[src/common/ipc_pkg.sv]
// ipc_pkg: constants and types of the interrupt pending and control block.
// assumes APB word access; register indices are word numbers (byte = 4 x idx).
// Functional notes
// - Vectors 2..81 pending shown one bit each over six read-only registers.
// - Pending bit reads 0 when a request is pending, 1 when not.
// - Bits above vector 81 in the last pending register read 1, ignore writes.
// - Control bit 15 reads 1 while a request is driven to the core.
// - Bits 14..13 capture the new priority level given when the last irq was taken.
// - Captured level 00,01,10,11 allows nested levels 0-3,1-3,2-3,3 only.
// - Bits 12..6 hold vector number (address bits 7..1) of last taken irq.
// - Captured fields change only on entry to a new service routine.
// - Bit 5 global disable, reset 0, blocks every interrupt when 1.
// - Bit 4 reads 1, bits 3 and 1 read 0, writes have no effect.
// - Bit 2 reads the current level of the external active-low pin.
// - Bit 0, reset 0, picks pin sensing: 0 low level, 1 falling edge.
// - In stop or wait the pin is level sensed whatever bit 0 says.
// - Reset vector driven during reset until second rising edge after release.
// - After reset all registers default; only eight core interrupts enabled.
// - Those eight: illegal instr, stack overflow, misaligned, soft 0-3 and low.
package ipc_pkg;
  localparam int unsigned VEC_LO = 2;
  localparam int unsigned VEC_HI = 81;
  localparam int unsigned NVEC   = 80;
  localparam int unsigned CORE_VEC_HI = 9;
  localparam logic [5:0] IDX_PEND0  = 6'h11;
  localparam logic [5:0] IDX_PEND5  = 6'h16;
  localparam logic [5:0] IDX_CTRL   = 6'h1d;
  localparam logic [5:0] IDX_EVST   = 6'h20;
  localparam logic [5:0] IDX_EVCLR  = 6'h21;
  localparam logic [5:0] IDX_EVEN   = 6'h22;
  localparam logic [5:0] IDX_VEN0   = 6'h23;
  localparam logic [5:0] IDX_VEN2   = 6'h25;
  localparam int unsigned B_INT  = 15;
  localparam int unsigned B_LVL  = 13;
  localparam int unsigned B_VEC  = 6;
  localparam int unsigned B_DIS  = 5;
  localparam int unsigned B_ONE  = 4;
  localparam int unsigned B_PIN  = 2;
  localparam int unsigned B_EDGE = 0;
  localparam logic [14:0] PEND5_RSVD = 15'h7fff;
  localparam logic [79:0] VEN_RESET  = 80'hff;
  localparam logic [1:0]  CORE_LVL   = 2'h3;
  localparam int unsigned NEV = 2;
  typedef struct packed {
    logic       req;
    logic [1:0] lvl;
    logic [6:0] vec;
  } ipc_core_t;
endpackage : ipc_pkg

[src/verilog/ipc_top.sv]
// ipc_top: pending registers, control/status register and core request path.
// assumes irq sources and stop/wait level are synchronous to CLK_SYS; pin is not.
//
// The APB register port is this design's own decision.
`timescale 1ns/10ps
module ipc_top #(
  parameter logic [6:0] EXT_VEC    = 7'h41,
  parameter logic [1:0] PERIPH_LVL = 2'h2
) (
  input  wire logic                 CLK_SYS,
  input  wire logic                 RST,
  input  wire logic                 PSEL,
  input  wire logic                 PENABLE,
  input  wire logic                 PWRITE,
  input  wire logic [7:0]           PADDR,
  input  wire logic [31:0]          PWDATA,
  output logic      [31:0]          PRDATA,
  output logic                      PREADY,
  output logic                      PSLVERR,
  input  wire logic [81:2]          IRQ_REQ,
  input  wire logic                 EXT_IRQ_PIN_N,
  input  wire logic                 STOP_WAIT,
  input  wire logic                 CORE_ACK,
  output ipc_pkg::ipc_core_t        CORE_OUT,
  output logic                      RESET_VECTOR_SEL,
  output logic                      IRQ_OUT
);
  logic [2:0]  pin_sync_q;
  logic [1:0]  rst_done_q;
  logic        global_irq_mask_q;
  logic        ext_irq_edge_select_q;
  logic        edge_latch_q;
  logic [79:0] ven_q;
  logic        irq_q;
  logic [1:0]  lvl_q;
  logic [6:0]  vec_q;
  logic [1:0]  taken_priority_level_q;
  logic [6:0]  taken_vector_number_q;
  logic [1:0]  ev_st_q;
  logic [1:0]  ev_en_q;
  logic [31:0] prdata_q;
  logic        err_q;

  wire         ext_irq_pin_level = pin_sync_q[1];
  wire         fall_seen = pin_sync_q[2] & ~pin_sync_q[1];
  wire         edge_mode = ext_irq_edge_select_q & ~STOP_WAIT;
  wire         ack_ext = CORE_ACK & (vec_q == EXT_VEC);
  wire         ext_req = edge_mode ? edge_latch_q : ~ext_irq_pin_level;
  wire         ext_fall_ev = edge_mode & fall_seen;

  // pending and enabled, one bit per vector
  logic [79:0] pend;
  logic [79:0] act;
  genvar gv;
  generate
    for (gv = 0; gv < ipc_pkg::NVEC; gv++) begin : g_vec
      localparam logic [6:0] VNUM = 7'(gv + ipc_pkg::VEC_LO);
      assign pend[gv] = (VNUM == EXT_VEC) ? ext_req : IRQ_REQ[gv + ipc_pkg::VEC_LO];
      assign act[gv]  = pend[gv] & ven_q[gv];
    end
  endgenerate

  // lowest vector number wins among equals
  logic [6:0] sel_vec;
  always_comb begin
    sel_vec = 7'h00;
    for (int i = ipc_pkg::NVEC - 1; i >= 0; i--) begin
      if (act[i]) begin
        sel_vec = 7'(i + ipc_pkg::VEC_LO);
      end
    end
  end

  // new level presented: PERIPH_LVL for peripheral vectors, core vectors fixed at CORE_LVL
  wire [1:0] sel_lvl = (sel_vec <= 7'(ipc_pkg::CORE_VEC_HI)) ?
                       ipc_pkg::CORE_LVL : PERIPH_LVL;
  wire       out_of_reset = rst_done_q[1];
  wire       irq_d = (|act) & ~global_irq_mask_q & out_of_reset;

  // apb decode
  wire [5:0] idx      = PADDR[7:2];
  wire       aligned  = (PADDR[1:0] == 2'h0);
  wire       is_pend  = (idx >= ipc_pkg::IDX_PEND0) && (idx <= ipc_pkg::IDX_PEND5);
  wire       is_ctrl  = (idx == ipc_pkg::IDX_CTRL);
  wire       is_evst  = (idx == ipc_pkg::IDX_EVST);
  wire       is_evclr = (idx == ipc_pkg::IDX_EVCLR);
  wire       is_even  = (idx == ipc_pkg::IDX_EVEN);
  wire       is_ven   = (idx >= ipc_pkg::IDX_VEN0) && (idx <= ipc_pkg::IDX_VEN2);
  wire       mapped   = aligned & (is_pend | is_ctrl | is_evst | is_evclr | is_even | is_ven);
  wire       setup    = PSEL & ~PENABLE;
  wire       wr       = PSEL & PENABLE & PWRITE & mapped;
  wire [2:0] pend_sel = 3'(idx - ipc_pkg::IDX_PEND0);
  wire [1:0] ven_sel  = 2'(idx - ipc_pkg::IDX_VEN0);

  // active-low pending image, reserved ends read 1
  wire [95:0] pend_img = {ipc_pkg::PEND5_RSVD, ~pend, 1'b1};
  wire [95:0] ven_img  = {16'h0000, ven_q};

  logic [15:0] ctrl_word;
  always_comb begin
    ctrl_word = 16'h0000;
    ctrl_word[ipc_pkg::B_INT] = irq_q;
    ctrl_word[ipc_pkg::B_LVL +: 2] = taken_priority_level_q;
    ctrl_word[ipc_pkg::B_VEC +: 7] = taken_vector_number_q;
    ctrl_word[ipc_pkg::B_DIS] = global_irq_mask_q;
    ctrl_word[ipc_pkg::B_ONE] = 1'b1;
    ctrl_word[ipc_pkg::B_PIN] = ext_irq_pin_level;
    ctrl_word[ipc_pkg::B_EDGE] = ext_irq_edge_select_q;
  end

  logic [31:0] rd_word;
  always_comb begin
    rd_word = 32'h0000_0000;
    if (is_pend) begin
      rd_word = {16'h0000, pend_img[16 * pend_sel +: 16]};
    end else if (is_ctrl) begin
      rd_word = {16'h0000, ctrl_word};
    end else if (is_evst) begin
      rd_word = {30'h0, ev_st_q};
    end else if (is_even) begin
      rd_word = {30'h0, ev_en_q};
    end else if (is_ven) begin
      rd_word = ven_img[32 * ven_sel +: 32];
    end
  end

  // enable words; write lanes beyond vector 81 are dropped
  logic [79:0] ven_d;
  always_comb begin
    logic [95:0] tmp;
    tmp = ven_img;
    if (wr && is_ven) begin
      tmp[32 * ven_sel +: 32] = PWDATA;
    end
    ven_d = tmp[79:0];
  end

  // sticky events: set wins over a same-cycle clear
  wire [1:0] ev_set = {ext_fall_ev, CORE_ACK};
  wire [1:0] ev_clr = (wr && is_evclr) ? PWDATA[1:0] : 2'h0;
  wire [1:0] ev_st_d = (ev_st_q & ~ev_clr) | ev_set;

  always_ff @(posedge CLK_SYS or posedge RST) begin
    if (RST) begin
      pin_sync_q <= 3'h7;
    end else begin
      pin_sync_q <= {pin_sync_q[1:0], EXT_IRQ_PIN_N};
    end
  end

  always_ff @(posedge CLK_SYS or posedge RST) begin
    if (RST) begin
      rst_done_q <= 2'h0;
    end else begin
      rst_done_q <= {rst_done_q[0], 1'b1};
    end
  end

  always_ff @(posedge CLK_SYS or posedge RST) begin
    if (RST) begin
      global_irq_mask_q     <= 1'b0;
      ext_irq_edge_select_q <= 1'b0;
    end else if (wr && is_ctrl) begin
      global_irq_mask_q     <= PWDATA[ipc_pkg::B_DIS];
      ext_irq_edge_select_q <= PWDATA[ipc_pkg::B_EDGE];
    end
  end

  always_ff @(posedge CLK_SYS or posedge RST) begin
    if (RST) begin
      edge_latch_q <= 1'b0;
    end else if (ext_fall_ev) begin
      edge_latch_q <= 1'b1;
    end else if (ack_ext || !edge_mode) begin
      edge_latch_q <= 1'b0;
    end
  end

  always_ff @(posedge CLK_SYS or posedge RST) begin
    if (RST) begin
      ven_q <= ipc_pkg::VEN_RESET;
    end else begin
      ven_q <= ven_d;
    end
  end

  always_ff @(posedge CLK_SYS or posedge RST) begin
    if (RST) begin
      irq_q <= 1'b0;
      lvl_q <= 2'h0;
      vec_q <= 7'h00;
    end else begin
      irq_q <= irq_d;
      lvl_q <= sel_lvl;
      vec_q <= sel_vec;
    end
  end

  // nested entry may overwrite before the first routine reads it
  always_ff @(posedge CLK_SYS or posedge RST) begin
    if (RST) begin
      taken_priority_level_q <= 2'h0;
      taken_vector_number_q  <= 7'h00;
    end else if (CORE_ACK) begin
      taken_priority_level_q <= lvl_q;
      taken_vector_number_q  <= vec_q;
    end
  end

  always_ff @(posedge CLK_SYS or posedge RST) begin
    if (RST) begin
      ev_st_q <= 2'h0;
      ev_en_q <= 2'h0;
    end else begin
      ev_st_q <= ev_st_d;
      if (wr && is_even) begin
        ev_en_q <= PWDATA[1:0];
      end
    end
  end

  // read data caught in setup so it leaves a flip-flop
  always_ff @(posedge CLK_SYS or posedge RST) begin
    if (RST) begin
      prdata_q <= 32'h0000_0000;
      err_q    <= 1'b0;
    end else if (setup) begin
      prdata_q <= PWRITE ? 32'h0000_0000 : rd_word;
      err_q    <= ~mapped;
    end
  end

  assign PRDATA           = prdata_q;
  assign PREADY           = PSEL & PENABLE;
  assign PSLVERR          = PSEL & PENABLE & err_q;
  assign CORE_OUT.req     = irq_q;
  assign CORE_OUT.lvl     = lvl_q;
  assign CORE_OUT.vec     = vec_q;
  assign RESET_VECTOR_SEL = ~out_of_reset;
  assign IRQ_OUT          = |(ev_st_q & ev_en_q);
endmodule : ipc_top

[config.mk]
export PLATFORM = sky130hd
export DESIGN_NAME = ipc_top
export DESIGN_NICKNAME = d
export VERILOG_FILES = /design/src/common/ipc_pkg.sv /design/src/verilog/ipc_top.sv
export SDC_FILE = /design/constraint.sdc
export NUM_CORES = 1
export LEC_CHECK = 0
export BUFFER_PORTS_ARGS = -buffer_cell sky130_fd_sc_hd__buf_2
export CORE_ASPECT_RATIO = 1.4
export CORE_UTILIZATION = 35
export DETAILED_ROUTE_END_ITERATION = 16
export PLACE_DENSITY_LB_ADDON = 0.2
export SYNTH_ARGS = -nofsm -noshare
export SYNTH_HDL_FRONTEND = slang
export SYNTH_SLANG_ARGS = --single-unit
[constraint.sdc]
create_clock -name CLK_SYS -period 6.45 [get_ports CLK_SYS]
set_input_delay 1.29 -clock CLK_SYS [delete_from_list [all_inputs] [get_ports CLK_SYS]]
set_output_delay 1.29 -clock CLK_SYS [all_outputs]
set_load 0.01 [all_outputs]
==> impl_results.md <==
- Cell area after synthesis: 8860 um^2
- Logic gate share of total power: 11.9%
- Static leakage: 4.67 nW
- Post-place instance area: 9800 um^2
- Nets: 1,238
- Vias per cell: 5.70
- Post-CTS Setup Bufs: 0
- Largest net degree at the start of global routing: 84
- Ports: 174
- R2R Path Start: ven_q[23]
- Max clock buf depth: 2
- Vias in the first global route: 8,026
- Post-DR wirelength/cell: 23.1 um
- Setup crit end kind: register
- Worst-Margin Slew: 1.10 ns
- Clock power frac: 48.5%
- Clock root buffer: clkbuf_16
- Row count: 68
- Post-cts sizing count: 0
- P_sw: 0.587 mW
- Max-slew violation count: 0
- Routed WL: 33,100 um
- DRC viols: 0
- Hold WS: 0.371 ns
- # clock sinks: 143
- Final Power: 2.33 mW
- Hold depth: 0
- Worst min-delay path class: reg -> reg
- Initial antenna violation count: 3
- Skew-Pair Late Insertion Delay: 0.44 ns
- Syn_area_per_cell: 9.19 um^2
- Internal power of the cells: 1.74 mW
- Finished Cell Area: 10,500 um^2
- Die W: 136 um
- Skew final: 0.00914 ns
- HPWL Detailed: 25,900 um
- First-pass iteration count of the detailed router: 6
- Post-synth top area share: 37.3%
- Global-route wire length before repair: 49,700 um
- Area grow syn2layout: 18.1%
- Outcome: complete, no violations
- Fmax: 281 MHz
- Multi-input logic area: 4860 um^2
- Fin crit period: 3.56 ns
- CP startpoint kind: primary input
- Switching share of power: 25.2%
- Grt total ovfl: 0
- WS Path Type: in -> reg
- Initial drt markers: 687
- Gr usage total: 26.5%
- Dpl cells: 1,399
- Port Buf Inserts: 172
- Power per Cell Area: 222 nW/um^2
- Initial core utilization: 35.8%
- Max cap viols: 0
- Register area share after synthesis: 40.5%
- Top post-synthesis cells by count: nand2_1 (283), dfrtp_1 (132), o21ai_2 (67), o21ai_0 (57), mux2i_1 (33)
- Slew headroom: 26.7%
- H-tree Lvls: 4
- Worst hold path startpoint: pin_sync_q[0]
- Finished Layout Cells: 1,431
- Syn_nets: 1,099
- Fill cell count: 2,505
- Final Hold Viols: 0
- Top cells by area, synth: dfrtp_1 (37%), nand2_1 (12%), o21ai_2 (6.6%), mux4_2 (3.8%), mux2i_1 (3.7%)
- CTS Buf Count: 17
- Fin Setup TNS: 0 ns
- Sequential share of power: 39.6%
- Worst R2R End: vec_q[0]
- Period utilization: 55.2%
- Unrepaired setup endpoints after global routing: no
- Synth area leader: dfrtp_1
- Die height: 190 um
- Die footprint: 26,000 um^2
- End of the worst hold path: pin_sync_q[1]
- Netlist cell types: 74
- Cells after Synth: 964
- Yosys reg bits: 143
- Worst VDD drop: 0.196 mV
- Post-synth EDFFs: 0
- WP data required: 6.80 ns
- Gp weighted congestion: 0.938
- Reg-to-reg setup timing slack: 3.88 ns
- Reg area: 3590 um^2
- Core area: 24,800 um^2
- Arrival @ worst endpoint: 3.91 ns
- Reg clk slew, reported paths: 0.06 ns
- ANT nets after route: 0
- Fraction of layout cells with a size suffix above 1: 30.5%
- Final setup fails: 0
- Register-to-Register Path Depth: 5
- Worst-path maximum fanout: 51
- Post-synth top flop: dfrtp_1
- CTS Hold Bufs: 0
- Via total after detailed routing: 8,152
- Ys Warns: 0
- TritonCTS clock tree: built
- FFs w/ async S/R, synth: 100%
- Most common cell in the synthesized netlist: nand2_1
-- final cells by class --
class | count | area share, %
Antenna cell | 1 | 0.0239
Clock buffer | 21 | 4.30
Clock inverter | 10 | 2.01
Inverter | 7 | 0.299
Multi-Input combinational cell | 754 | 46.5
Sequential cell | 143 | 34.3
Tap cell | 315 | 3.77
Timing Repair Buffer | 180 | 8.82
-- cell usage in the layout (no fill, tap or decap), types with 5 or more instances in the layout --
master,count
nand2b_1,7
and2_1,10
inv_1,6
o21ai_1,29
o21ai_2,67
a32o_1,7
a22oi_1,20
a21oi_1,13
a31oi_1,5
mux4_2,15
and3_1,5
clkbuf_16,17
a32oi_1,8
nor2_1,17
dfrtp_1,132
nand3_1,28
mux2_2,14
buf_4,9
o21ai_0,57
buf_2,171
bufinv_16,6
nand2_1,283
ha_1,6
mux2i_1,33
dfstp_2,11
nand4_1,7
a222oi_1,16
a211oi_1,7
a22o_1,21
-- cells by family after synthesis --
family	after synthesis	share of synthesized area, %
xor+xnor	1	0.184
compound gates	297	25.5
buf+inv	67	4.67
simple gates	386	18.8
mux	62	9.32
other cells	1	0.0423
fa+ha+maj	7	0.988
flops	143	40.5
-- worst max path at each step --
stage	end	startpoint	cells past startpoint
2_1_floorplan	PRDATA[0]	RST	1
3_3_place_gp	PRDATA[0]	PADDR[3]	11
3_5_place_dp	PRDATA[0]	PADDR[3]	11
4_1_cts	PRDATA[0]	PADDR[3]	11
5_1_grt	PRDATA[0]	PADDR[3]	11
6_report	PRDATA[0]	PADDR[3]	11
-- power by group through the flow --
stage	clock, mW	sequential, mW	combinational (mW)
after CTS	1.14	0.922	0.276
after global routing	1.18	0.923	0.297
after global placement	0	0.938	0.274
after floorplan	0	0.937	0.142
final	1.13	0.922	0.277
after detailed placement	0	0.938	0.275
-- state kept, by name, summed over array words and instances (netlist names) --
signal                  cells
ev_en_q                     2
err_q                       1
ext_irq_edge_select_q       1
edge_latch_q                1
vec_q                       7
ven_q                      80
irq_q                       1
pin_sync_q                  3
rst_done_q                  2
lvl_q                       1
PRDATA                     32
taken_vector_number_q       7
ev_st_q                     2
global_irq_mask_q           1
taken_priority_level_q      2
-- critical path: stages --
cell       delay, ns
buf_2           0.12
inv_1           0.10
ha_2            0.32
buf_4           0.53
and2_1          0.62
o2bb2ai_1       0.18
nand2_1         0.09
o21a_1          0.19
o221ai_1        0.18
a221oi_1        0.10
o21ai_1         0.17
-- routing by layer --
metal  track usage, %  share of wire, %  vias to the layer above
li1                 -                 -                     3824
met1             33.1                40                     3909
met2             44.5                49                      342
met3             4.65               6.2                       73
met4             11.8               4.2                        4
met5                0             0.057                        -
-- through the flow --
stage                     util (%)  worst slack [ns]
after floorplan                  -              1.34
after global placement        39.6              2.49
after detailed placement      39.6              2.45
after CTS                     42.3              2.89
after global routing          42.3              2.71
final                         42.3              2.89
No activity file was read; power rests on OpenSTA's default activity.
